[src/rtl/arfl_pkg.sv]
package arfl_pkg;
	// register byte offsets
	localparam logic [11:0] ARFL_OFS_SET = 12'h108; // write ones to enable nodes
	localparam logic [11:0] ARFL_OFS_CLR = 12'h10c; // write ones to disable nodes
	localparam logic [11:0] ARFL_OFS_CTRL = 12'h110; // remote-bus enable bit
	localparam logic [11:0] ARFL_OFS_STAT = 12'h114; // reject counter
	localparam logic [31:0] ARFL_MASK_RST = 32'h0000_0000; // mask reset value
	localparam logic [31:0] ARFL_ZERO = 32'h0000_0000; // unmapped read value
	localparam int ARFL_CTRL_REMOTE_BIT = 0; // position of remote-bus enable
	localparam logic [9:0] ARFL_LOCAL_BUS = 10'h3ff; // bus id meaning local bus
	localparam logic [5:0] ARFL_NODE_BROADCAST = 6'h3f; // node 63
	localparam logic [15:0] ARFL_CNT_ONE = 16'h0001; // counter step

	// destination context of a received request
	typedef enum logic [1:0] {
		ARFL_CTX_NONE = 2'b00,
		ARFL_CTX_PHYS = 2'b01,
		ARFL_CTX_ASYNC = 2'b10
	} arfl_ctx_e;

	// request presented by the receive path
	typedef struct packed {
		logic valid; // one-cycle strobe
		arfl_ctx_e ctx; // destination context
		logic [9:0] bus_id; // source bus
		logic [5:0] node_id; // source node
	} arfl_req_s;

	// decision back to the receive path
	typedef struct packed {
		logic valid; // one-cycle strobe
		logic accept; // acknowledge and queue
	} arfl_dec_s;
endpackage : arfl_pkg

[src/rtl/arfl_check.sv]
`timescale 1ns/100ps
// combinational acceptance decision for one request
module arfl_check
	import arfl_pkg::*;
(
	input wire arfl_req_s req,
	input wire logic [31:0] mask,
	input wire logic remote_en,
	input wire logic upper_hit,
	output logic hit,
	output logic checked
);
	// only requests bound for the two request contexts are checked
	always_comb begin
		checked = req.valid && (req.ctx == ARFL_CTX_PHYS || req.ctx == ARFL_CTX_ASYNC);
		hit = 1'b0;
		if (req.bus_id != ARFL_LOCAL_BUS) begin
			// foreign bus: per-node bits do not apply
			hit = remote_en;
		end else if (req.node_id[5]) begin
			// nodes 32 and above belong to the upper mask outside this block
			hit = upper_hit;
		end else begin
			hit = mask[req.node_id[4:0]];
		end
	end
endmodule : arfl_check

[src/rtl/arfl_top.sv]
`timescale 1ns/100ps
// Summary of operation
// - 32-bit mask covers local nodes 0 to 31
// - bit n set accepts requests from node n
// - ones set at 108h, clear at 10Ch; resets zero
// - filters like the upper-node mask
// - check source of physical and async-context requests
// - masked node: no acknowledge, no queueing
// - remote bus accepted only with remote enable
module arfl_top
	import arfl_pkg::*;
(
	input wire logic core_clk,
	input wire logic rst,
	input wire logic [11:0] avs_address,
	input wire logic avs_read,
	input wire logic avs_write,
	input wire logic [31:0] avs_writedata,
	input wire logic [3:0] avs_byteenable,
	output logic [31:0] avs_readdata,
	output logic avs_waitrequest,
	input wire arfl_req_s rx_req,
	input wire logic rx_upper_hit,
	output arfl_dec_s rx_dec,
	output logic [31:0] node_request_accept_bit
);
	// state and next values, grouped as bus side and filter side
	logic [31:0] mask_reg, mask_next; // per-node accept mask
	logic remote_reg, remote_next; // accept_remote_bus_requests
	logic [15:0] rej_cnt_reg, rej_cnt_next; // rejected requests, wraps
	logic [31:0] rdata_reg, rdata_next; // read data
	logic wait_reg, wait_next; // waitrequest
	arfl_dec_s dec_reg, dec_next; // decision output
	logic done_reg, done_next; // answer given this cycle
	logic [31:0] wmask; // byte-enable expanded write data
	logic hit;
	logic checked;

	// filter decision path
	arfl_check u_check (
		.req(rx_req),
		.mask(mask_reg),
		.remote_en(remote_reg),
		.upper_hit(rx_upper_hit),
		.hit(hit),
		.checked(checked)
	);

	// byte lanes: a disabled lane writes no ones, so it leaves bits alone
	genvar gi;
	generate
		for (gi = 0; gi < 4; gi++) begin : g_lane
			assign wmask[gi*8 +: 8] = avs_byteenable[gi] ? avs_writedata[gi*8 +: 8] : 8'h00;
		end
	endgenerate

	// register file and bus answer; one wait cycle, then answer
	always_comb begin
		mask_next = mask_reg;
		remote_next = remote_reg;
		rdata_next = rdata_reg;
		wait_next = 1'b1;
		done_next = 1'b0;
		if ((avs_read || avs_write) && wait_reg && !done_reg) begin
			// accept on this edge; waitrequest falls next cycle
			wait_next = 1'b0;
			done_next = 1'b1;
			if (avs_write) begin
				case (avs_address)
					ARFL_OFS_SET: mask_next = mask_reg | wmask;
					ARFL_OFS_CLR: mask_next = mask_reg & ~wmask;
					ARFL_OFS_CTRL: begin
						if (avs_byteenable[0]) begin
							remote_next = avs_writedata[ARFL_CTRL_REMOTE_BIT];
						end
					end
					default: ; // unmapped writes ignored
				endcase
			end else begin
				case (avs_address)
					ARFL_OFS_SET, ARFL_OFS_CLR: rdata_next = mask_reg;
					ARFL_OFS_CTRL: rdata_next = {31'h0000_0000, remote_reg};
					ARFL_OFS_STAT: rdata_next = {16'h0000, rej_cnt_reg};
					default: rdata_next = ARFL_ZERO;
				endcase
			end
		end
	end

	// decision and reject count
	always_comb begin
		dec_next.valid = checked;
		dec_next.accept = checked && hit;
		rej_cnt_next = rej_cnt_reg;
		if (checked && !hit) begin
			rej_cnt_next = rej_cnt_reg + ARFL_CNT_ONE;
		end
	end

	// bus-side registers only; the pin copy takes mask_next so it never lags the mask
	always_ff @(posedge core_clk) begin
		if (rst) begin
			mask_reg <= ARFL_MASK_RST;
			remote_reg <= 1'b0; // remote requests refused after reset
			rdata_reg <= ARFL_ZERO;
			wait_reg <= 1'b1; // bus parked busy
			done_reg <= 1'b0;
			node_request_accept_bit <= ARFL_MASK_RST;
		end else begin
			mask_reg <= mask_next;
			remote_reg <= remote_next;
			rdata_reg <= rdata_next;
			wait_reg <= wait_next;
			done_reg <= done_next;
			node_request_accept_bit <= mask_next;
		end
	end

	// filter-side registers only
	always_ff @(posedge core_clk) begin
		if (rst) begin
			rej_cnt_reg <= 16'h0000;
			dec_reg <= '0; // no stray decision out of reset
		end else begin
			rej_cnt_reg <= rej_cnt_next;
			dec_reg <= dec_next;
		end
	end

	// outputs leave straight from their flops
	assign avs_readdata = rdata_reg;
	assign avs_waitrequest = wait_reg;
	assign rx_dec = dec_reg;

	// a set write lands one cycle after the accepting edge
	set_write_a: assert property (@(posedge core_clk) disable iff (rst)
		(avs_write && wait_reg && !done_reg && avs_address == ARFL_OFS_SET
			&& avs_byteenable == 4'hf)
		|=> ((mask_reg & $past(avs_writedata)) == $past(avs_writedata)))
		else $error("set write did not set mask bits");
	clr_write_a: assert property (@(posedge core_clk) disable iff (rst)
		(avs_write && wait_reg && !done_reg && avs_address == ARFL_OFS_CLR
			&& avs_byteenable == 4'hf)
		|=> ((mask_reg & $past(avs_writedata)) == 32'h0000_0000))
		else $error("clear write did not clear mask bits");
	mask_read_a: assert property (@(posedge core_clk) disable iff (rst)
		(avs_read && wait_reg && !done_reg
			&& (avs_address == ARFL_OFS_SET || avs_address == ARFL_OFS_CLR))
		|=> (!avs_waitrequest && avs_readdata == $past(mask_reg) && $stable(mask_reg)))
		else $error("mask read wrong");
	local_node_a: assert property (@(posedge core_clk) disable iff (rst)
		(rx_req.valid && (rx_req.ctx == ARFL_CTX_PHYS || rx_req.ctx == ARFL_CTX_ASYNC)
			&& rx_req.bus_id == ARFL_LOCAL_BUS && !rx_req.node_id[5])
		|=> (rx_dec.accept == $past(mask_reg[rx_req.node_id[4:0]])))
		else $error("local node decision wrong");
	reject_node_a: assert property (@(posedge core_clk) disable iff (rst)
		(rx_dec.valid && !rx_dec.accept) |-> (rej_cnt_reg == $past(rej_cnt_reg) + ARFL_CNT_ONE))
		else $error("reject not counted");
	remote_bus_a: assert property (@(posedge core_clk) disable iff (rst)
		(rx_req.valid && (rx_req.ctx == ARFL_CTX_PHYS || rx_req.ctx == ARFL_CTX_ASYNC)
			&& rx_req.bus_id != ARFL_LOCAL_BUS)
		|=> (rx_dec.accept == $past(remote_reg)))
		else $error("remote bus decision wrong");
	ctx_check_a: assert property (@(posedge core_clk) disable iff (rst)
		!(rx_req.valid && (rx_req.ctx == ARFL_CTX_PHYS || rx_req.ctx == ARFL_CTX_ASYNC))
		|=> !rx_dec.valid)
		else $error("unchecked context produced decision");
	upper_node_a: assert property (@(posedge core_clk) disable iff (rst)
		(rx_req.valid && (rx_req.ctx == ARFL_CTX_PHYS || rx_req.ctx == ARFL_CTX_ASYNC)
			&& rx_req.bus_id == ARFL_LOCAL_BUS && rx_req.node_id[5])
		|=> (rx_dec.accept == $past(rx_upper_hit)))
		else $error("upper node decision wrong");
	mask_out_a: assert property (@(posedge core_clk) disable iff (rst)
		##1 node_request_accept_bit == mask_reg)
		else $error("mask output mismatch");

	// every mask bit outside a taken set or clear write holds still
	mask_hold_a: assert property (@(posedge core_clk) disable iff (rst)
		!(avs_write && wait_reg && !done_reg
			&& (avs_address == ARFL_OFS_SET || avs_address == ARFL_OFS_CLR))
		|=> $stable(mask_reg))
		else $error("mask changed without a set or clear write");
	// zero bits in a set write leave enabled nodes enabled
	set_keep_a: assert property (@(posedge core_clk) disable iff (rst)
		(avs_write && wait_reg && !done_reg && avs_address == ARFL_OFS_SET)
		|=> ((mask_reg & $past(mask_reg)) == $past(mask_reg)))
		else $error("set write cleared mask bits");
	// zero bits in a clear write leave disabled nodes disabled
	clr_keep_a: assert property (@(posedge core_clk) disable iff (rst)
		(avs_write && wait_reg && !done_reg && avs_address == ARFL_OFS_CLR)
		|=> ((mask_reg & ~$past(mask_reg)) == ARFL_ZERO))
		else $error("clear write set mask bits");
	// the mask leaves reset cleared, so no local node 0 to 31 and no remote-bus node is accepted by default
	mask_reset_a: assert property (@(posedge core_clk) disable iff (rst)
		$fell(rst) |-> (mask_reg == ARFL_MASK_RST && !remote_reg))
		else $error("mask not cleared by reset");
	// the pin copy follows set bits, lane gating included
	out_set_a: assert property (@(posedge core_clk) disable iff (rst)
		(avs_write && wait_reg && !done_reg && avs_address == ARFL_OFS_SET)
		|=> ((node_request_accept_bit & $past(wmask)) == $past(wmask)))
		else $error("accept bits missed a set write");
	// a control write moves the remote-bus enable
	ctrl_write_a: assert property (@(posedge core_clk) disable iff (rst)
		(avs_write && wait_reg && !done_reg && avs_address == ARFL_OFS_CTRL
			&& avs_byteenable[0])
		|=> (remote_reg == $past(avs_writedata[ARFL_CTRL_REMOTE_BIT])))
		else $error("remote enable not written");
	// each taken request is answered after exactly one wait cycle
	bus_answer_a: assert property (@(posedge core_clk) disable iff (rst)
		((avs_read || avs_write) && wait_reg && !done_reg) |=> !avs_waitrequest)
		else $error("bus request not answered");
	// the answer stands one cycle, so a held request is never taken twice
	wait_pulse_a: assert property (@(posedge core_clk) disable iff (rst)
		!avs_waitrequest |=> avs_waitrequest)
		else $error("waitrequest low for more than one cycle");
	// every checked request gets a decision one cycle later
	dec_valid_a: assert property (@(posedge core_clk) disable iff (rst)
		(rx_req.valid && (rx_req.ctx == ARFL_CTX_PHYS || rx_req.ctx == ARFL_CTX_ASYNC))
		|=> rx_dec.valid)
		else $error("checked request got no decision");
	// the reject count moves only on a refused request
	rej_hold_a: assert property (@(posedge core_clk) disable iff (rst)
		(!$past(rst) && !(rx_dec.valid && !rx_dec.accept)) |-> $stable(rej_cnt_reg))
		else $error("reject count moved without a refusal");
endmodule : arfl_top

[config.mk]
export PLATFORM = sky130hd
export DESIGN_NAME = arfl_top
export DESIGN_NICKNAME = d
export VERILOG_FILES = /design/src/rtl/arfl_pkg.sv /design/src/rtl/arfl_check.sv /design/src/rtl/arfl_top.sv
export SDC_FILE = /design/constraint.sdc
export NUM_CORES = 1
export LEC_CHECK = 0
export BUFFER_PORTS_ARGS = -buffer_cell sky130_fd_sc_hd__clkbuf_2
export CORE_UTILIZATION = 47
export CTS_CLUSTER_SIZE = 12
export DETAILED_ROUTE_END_ITERATION = 6
export PLACE_DENSITY = 0.83
export SLEW_MARGIN = 40
export SYNTH_ARGS = -nofsm -noshare
export SYNTH_HDL_FRONTEND = slang
export SYNTH_SLANG_ARGS = --single-unit
[constraint.sdc]
create_clock -name core_clk -period 5.6 [get_ports core_clk]
set_input_delay 1.12 -clock core_clk [delete_from_list [all_inputs] [get_ports core_clk]]
set_output_delay 1.12 -clock core_clk [all_outputs]
set_load 0.01 [all_outputs]
### After elaboration in Yosys (flattened, before gate mapping)

Index checks and enable logic that the tools add are counted.
Widths: inputs -> output; s select.

* register bits after elaboration: 85
* bits of input ports: 72
* output and inout bits: 67
* word-level logic and storage cells: 47

* $add $sub $neg: 1
* order comparisons: 1
* eq/ne operators: 7
* mux-type cells: 12
* bitwise gates (word level): 4
* reductions and logical operators: 14

Operator list (count)
* $pmux 32 s3: 1
* $pmux 32 s2: 1
* $eq 12x9->1 const B: 4
* $and 32x32->32: 1
* $mux 8: 4
* $not 32->32: 1
* $or 32x32->32: 1
* $add 16x1->16 const B: 1
* $ne 10x10->1 const B: 1
* $lt 5x6->1 const B: 1
* $bmux 1 s5: 1
* $logic_and 1x1->1: 5
* $mux 1: 5
* $reduce_and 4->1: 1
* $reduce_and 3->1: 1
* $eq 2x1->1 const B: 1
* $eq 2x2->1 const B: 1
* $logic_not 1->1: 2
* $logic_or 1x1->1: 2
* $reduce_and 2->1: 1
* $reduce_bool 2->1: 1
* $reduce_or 2->1: 1
* $not 1->1: 1

### Longest topological paths before layout

Gate-level depths: netlist (run 1).

* depth after elaboration: 6
* gate-level depth with buffers: 10
* depth with buffers taken out: 7

### By module

A second synthesis (run 1) with hierarchy kept.

* cell total of the unflattened synthesis: 412
* area total of the unflattened synthesis: 4045.1 um2

Modules (own cells, without submodules)
* arfl_top: instances 1, cells an instance 370, area each 3678.5 um2, sequential area each 1701.6 um2
* arfl_check: instances 1, cells an instance 42, area each 366.6 um2, sequential area each 0.0 um2

### Worst setup path before layout (run 1)

Ideal clock, no wire load.

* kind: input -> register
* start point: input rx_req[0] (netlist name)
* end point: register rej_cnt_reg[10]
* arrival: 3157 ps
* slack: 2372 ps
* stages on the path: 7
* buffers on the path: 0
* path through: mux4_1 -> mux2_2 -> or3_4 -> a31oi_4 -> nor2_4 -> or4_1 -> a21oi_1

* cells in the longest elaborated chain, start to end: 6

RTL lines
* start, declared: line arfl_top.sv:22 `input wire arfl_req_s rx_req,`
* $bmux 1 s5: line arfl_check.sv:24 `hit = mask[req.node_id[4:0]];`
* $mux 1 (not written as such): line arfl_check.sv:24
* $mux 1: line arfl_check.sv:20 `end else if (req.node_id[5]) begin`
* $mux 1: line arfl_check.sv:17 `if (req.bus_id != ARFL_LOCAL_BUS) begin`
* $logic_not 1->1: line arfl_top.sv:95 `if (checked && !hit) begin`
* $logic_and 1x1->1: line arfl_top.sv:95
* end signal, assigned: line arfl_top.sv:125 `rej_cnt_reg <= rej_cnt_next;`
* end, declared: line arfl_top.sv:30 `logic [15:0] rej_cnt_reg, rej_cnt_next;`

Every way passes these cells. The select of a mux whose other input is x is not followed.
A chain may end at the register's enable or synchronous reset.

==> qor.yml, run 1 <==
outcome: "complete, no violations"
leakagePower_nw: 1.889
drt_pass1_iterations: 4
final_common_cell: "clkbuf_2"
min_path_type: "register to register"
p_clk_share_pct: 39.8
routed_wl_mm: 10.29
clkLatencyLatePin_ns: 0.36
cts_sinks: 85
via_count: 3666
synth-edff-count: 0
p_seq_share_pct: 51.2
layout-drive-gt1-share_pct: 31.65
dieWidth_microns: 91.01
yosysSeqAreaShare_pct: 45.70
rrSetupSlack_ns: 2.95
die_area_sq_um: 8283
power_mw: 1.214
nets: 602
rr_worst_depth: 7
vias_per_cell: 5.764
hpwl_mm: 7.418
gp_congestion: 0.8587
ctsHoldBuffers: 0
overflow: 0
cts_resized: 0
p_comb_share_pct: 9.0
arrival_ns: 3.73
reg2reg_to: "rej_cnt_reg[10]"
max_cap_violations: 0
portBuffers: 138
die_y_microns: 91.01
cts_root_buffer: "clkbuf_8"
ctsHtreeMaxLevel: 3
finalCriticalPeriod_ns: 3.458
synth_area_sq_um: 3724
synth.avg_cell_area_sq_um: 9.104
clk_pin_slew_ns: 0.09
grt_max_degree: 84
area_growth_pct: 26.01
crit_path_start_kind: "primary input"
synth_ff_type: "dfxtp_1"
crit_fanout: 19
cp.required_ns: 5.87
synthArstFlopShare_pct: 0
grt_pass1_vias: 3459
post-route-period-util_pct: 61.74
sw_frac_of_total_pct: 24.04
report.final.slew_viol_count: 0
ys_seq_elements: 85
cts_tree: "built"
post-cts-setup-buffers: 0
setup_tns_ns: 0
tightest_slew_ns: 0.7526
yosysWarnings: 0
diodes: 0
clock_skew_ns: 0.007095
p_int_mw: 0.9224
rows: 32
grt_usage_pct: 25.64
mostFrequentLayoutCells: "clkbuf_2 (138), dfxtp_1 (85), a21oi_1 (56)"
max_freq_mhz: 289.2
setup_viol: 0
grt_pass1_wl_mm: 16.97
worstHoldStart: "avs_readdata[26]"
hold_viol: 0
route.detailed.drc: 0
wl_per_cell_microns: 16.18
powerDensity_nw_per_um2: 258.8
ios: 139
worst_setup_path_end_kind: "register"
p_sw_mw: 0.2919
ys_types: 42
syn_inst: 409
critPathKind: "primary input to register"
synth_fp_nets: 482
peakVddDrop_mv: 0.1170
cts_made_buffers: 9
antenna_found_initial: 0
min_path_cells: 2
ant_nets: 0
min_to: "avs_readdata[26]"
start_util_pct: 48.44
nFillCells: 726
initialDrtViolationCount: 156
rsz0062_at_grt: "no"
maxSlewHeadroom_pct: 49.78
core_area_sq_um: 7687
cts_buffer_depth: 2
-- critical path, cell delays in order --
cell and delay, ns:
clkbuf_2 0.08, nor4_1 0.32, nand4_1 0.21, nor3b_4 0.69
buf_4 0.35, and4_1 0.55, a21oi_1 0.13, a311oi_1 0.26
-- area by class of cell --
cell class                 instances  area [sq um]  area share, %
multi-input combinational        286          1892          40.32
clock buffer                      10         137.6          2.933
timing repair buffer             143         732.0          15.60
tap                              102         127.6          2.720
clock inverter                     6         86.33          1.840
inverter                           4         15.01         0.3200
sequential                        85          1702          36.27
-- cells by family after synthesis --
| kind of cell | Yosys count | synth area share, % |
|---|---|---|
| AOI/OAI and AO/OA | 123 | 22.51 |
| xor gates and xnor gates | 8 | 1.882 |
| adders and majority gates | 1 | 0.3360 |
| buffers and inverters | 38 | 3.999 |
| DFF | 85 | 45.70 |
| muxes | 21 | 7.762 |
| and+or+nand+nor | 133 | 17.81 |
-- how the worst max path moves through the flow --
stage | from | slack, ns | to | depth (start not counted)
3_3_place_gp | rx_req[0] | 1.94 | rej_cnt_reg[8] | 8
3_5_place_dp | avs_address[11] | 1.79 | register | 8
5_1_grt | avs_address[11] | 1.88 | register | 8
6_report | avs_address[11] | 2.14 | register | 8
2_1_floorplan | rx_req[0] | 2.37 | rej_cnt_reg[10] | 7
4_1_cts | avs_address[11] | 2.18 | register | 8
-- metrics by stage --
stage                     instance area (sq um)  utilization (%)  instances  setup slack, ns  hold WS, ns
after floorplan                            3724                -        409            2.372       0.4604
after global placement                     4457            57.98        620            1.943       0.4393
after detailed placement                   4462            58.04        620            1.793       0.4453
after CTS                                  4686            60.95        636            2.185       0.4569
after global routing                       4692            61.04        636            1.882       0.4721
final                                      4692            61.04        636            2.142       0.4550
-- synth_stat cells (2+ instances only) --
cell type | number | area share, %
a311oi_1 | 32 | 7.5
nand4_1 | 5 | 0.84
and3_1 | 4 | 0.67
clkbuf_1 | 31 | 3.1
or3_1 | 3 | 0.50
buf_2 | 2 | 0.27
mux4_1 | 4 | 2.8
nor3_1 | 20 | 2.7
nand3_1 | 21 | 2.8
mux2i_1 | 15 | 4.0
o2111ai_1 | 2 | 0.47
a21oi_1 | 56 | 7.5
nor2_1 | 33 | 3.3
inv_1 | 4 | 0.40
and2_1 | 5 | 0.84
o21ai_0 | 7 | 0.94
dfxtp_1 | 85 | 46
xor2_1 | 8 | 1.9
or4_1 | 5 | 1.0
a31oi_1 | 2 | 0.34
nand2_1 | 26 | 2.6
a221oi_1 | 15 | 3.5
o31ai_1 | 5 | 1.0
-- power groups by stage --
stage	sequential, mW	combinational, mW	clock, mW
floorplan	0.639	0.0518	0
global placement	0.636	0.105	0
detailed placement	0.636	0.108	0
CTS	0.622	0.109	0.487
global route	0.624	0.121	0.514
finish	0.622	0.109	0.483
-- layer usage --
metal | global-route usage, % | part of all wire (%) | vias up
met5 | 0 | 0 | -
met4 | 10.85 | 2.2 | 0
met3 | 3.266 | 6.3 | 18
met2 | 42.68 | 49 | 121
met1 | 33.53 | 43 | 1726
li1 | - | - | 1801
Note: power is estimated with default switching activity, not from simulation.
==> inputs of run 2 (changes only) <==
- CORE_UTILIZATION: 47 -> 44
- PLACE_DENSITY: 0.83 -> 0.81
- clock period: 5.6 -> 3 ns (I/O delays scaled with it)
==> qor.yml, run 2 (same netlist as run 1, synthesis figures left out) <==
outcome: "complete, no violations"
fin_area_sq_um: 4748  # +1.2%
report.final.slew_viol_count: 0  # unchanged
route.detailed.drc: 0  # unchanged
p_int_mw: 1.669  # +81%
cts_made_buffers: 9  # unchanged
utilization_pct: 57.79  # -3.2 points
core_area_sq_um: 8217  # +6.9%
final_common_cell: "clkbuf_2"
finalCriticalPeriod_ns: 2.623
max_freq_mhz: 381.3
path_cells: "clkbuf_2 > mux4_1 > mux2_2 > or3_4 > a31oi_4 > nor2_4 > or4_1 > a21oi_1"
grt_pass1_wl_mm: 17.31  # +2.0%
start_util_pct: 45.32  # -3.1 points
ctsHoldBuffers: 0  # unchanged
worst_setup_path_end_kind: "register"
drt_pass1_iterations: 5  # +1
worstHoldStart: "avs_writedata[21]"
crit_path_start_kind: "primary input"
cp_num_cells: 8  # unchanged
post-route-period-util_pct: 87.42
vias_per_cell: 5.884  # +2.1%
cts_sinks: 85  # unchanged
tightest_slew_ns: 0.7460  # -0.006572 ns
area_growth_pct: 27.52
die_y_microns: 93.99  # +3.3%
p_comb_share_pct: 9.5  # +0.5 points
arrival_ns: 2.90  # -0.83 ns
rrSetupSlack_ns: 0.39  # -2.56 ns
max_cap_violations: 0  # unchanged
ant_nets: 0  # unchanged
clk_pin_slew_ns: 0.09  # about the same
rsz0062_at_grt: "no"
portBuffers: 138  # unchanged
layout-drive-gt1-share_pct: 32.16  # +0.51 points
p_seq_share_pct: 52.5  # +1.3 points
wl_per_cell_microns: 16.43  # +1.6%
maxSlewHeadroom_pct: 50.27  # +0.49 points
hpwl_mm: 7.688  # +3.6%
grt_pass1_vias: 3494  # +1.0%
min_path_type: "primary input to register"
dieWidth_microns: 93.99  # +3.3%
slowest_delay_ns: 0.57  # -0.12 ns
nets: 609  # +1.2%
cts_resized: 0  # unchanged
path_buf_inv: 1  # -1
sw_frac_of_total_pct: 24.61  # +0.58 points
peakVddDrop_mv: 0.2666  # +130%
powerDensity_nw_per_um2: 466.2  # +80%
post-cts-setup-buffers: 0  # unchanged
use_met2_pct: 41.73  # -0.95 points
diodes: 0  # unchanged
via_count: 3801  # +3.7%
crit_fanout: 15  # -4
use_met3_pct: 5.502  # +2.2 points
p_clk_share_pct: 38.1  # -1.7 points
critPathKind: "primary input to register"
leakagePower_nw: 1.918  # +1.5%
antenna_found_initial: 0  # unchanged
top_usage_layer: "met2"
rows: 33  # +3.1%
initialDrtViolationCount: 275  # +76%
routed_wl_mm: 10.61  # +3.1%
reg2reg_to: "rej_cnt_reg[8]"
cp.required_ns: 3.28  # -2.59 ns
cts_tree: "built"
mostFrequentLayoutCells: "clkbuf_2 (138), dfxtp_1 (85), a21oi_1 (56)"
rr_worst_depth: 7  # unchanged
grt_max_degree: 49  # -42%
grt_usage_pct: 25.24  # -0.39 points
placed_area_sq_um: 4538  # +1.7%
ios: 139  # unchanged
gp_congestion: 0.8704  # +1.4%
clkLatencyLatePin_ns: 0.36  # about the same
cts_root_buffer: "clkbuf_8"
critical-path-top-delay-family: "simple AND/OR/NAND/NOR gates"
grtUsageMet1_pct: 31.83  # -1.7 points
cts_buffer_depth: 2  # unchanged
clock_skew_ns: 0.008021  # +0.0009259 ns
die_area_sq_um: 8834  # +6.7%
slowest_stage: "mux4_1"
setup_tns_ns: 0  # unchanged
min_path_cells: 2  # unchanged
p_sw_mw: 0.5448  # +87%
ctsHtreeMaxLevel: 3  # unchanged
overflow: 0  # unchanged
hold_viol: 0  # unchanged
setup_viol: 0  # unchanged
[run 2: worst max-delay path by stage]
| stage | end | slack [ns] | from |
|---|---|---|---|
| after floorplan | rej_cnt_reg[10] | 0.29 | rx_req[0] |
| after global placement | rej_cnt_reg[8] | 0.14 | rx_req[0] |
| after detailed placement | rej_cnt_reg[8] | 0.05 | rx_req[0] |
| after CTS | rej_cnt_reg[8] | 0.40 | rx_req[0] |
| after global routing | rej_cnt_reg[8] | 0.31 | register |
| final | rej_cnt_reg[8] | 0.38 | rx_req[0] |
[run 2: layout make-up]
class                      instances  area, sq um
clock buffer                      11        151.4
tap                              105        131.4
timing repair buffer             150        805.8
sequential                        85         1702
multi-input combinational        286         1884
fill                             697         3468
inverter                           4        15.01
clock inverter                     5        58.81
[run 2: worst register-to-register path: stages, from the launching register on]
cell and delay (ns):
dfxtp_1 0.38, mux4_1 0.55, mux2_2 0.28, or3_4 0.35, a31oi_4 0.18, nor2_4 0.10, or4_1 0.52, a21oi_1 0.17
[run 2: metal layers]
metal / vias up / wire, microns
li1: 1811 / -
met1: 1772 / 4480
met2: 193 / 5147
met3: 25 / 715
met4: 0 / 269
met5: - / 0
[run 2: power groups by stage]
stage | sequential, mW | combinational [mW] | clock [mW]
global placement | 1.19 | 0.203 | 0
global route | 1.16 | 0.230 | 0.909
CTS | 1.16 | 0.209 | 0.855
floorplan | 1.19 | 0.0967 | 0
detailed placement | 1.19 | 0.208 | 0
finish | 1.16 | 0.210 | 0.843
[run 2: metrics by stage]
stage               hold WS [ns]  setup slack (ns)  cells  power, mW
finish                    0.4398            0.3773    646      2.214
detailed placement        0.4494           0.05325    630      1.396
global route              0.4207            0.3125    646      2.303
CTS                       0.4244            0.4047    646      2.226
floorplan                 0.4604            0.2921    409      1.290
global placement          0.4391            0.1379    630      1.391
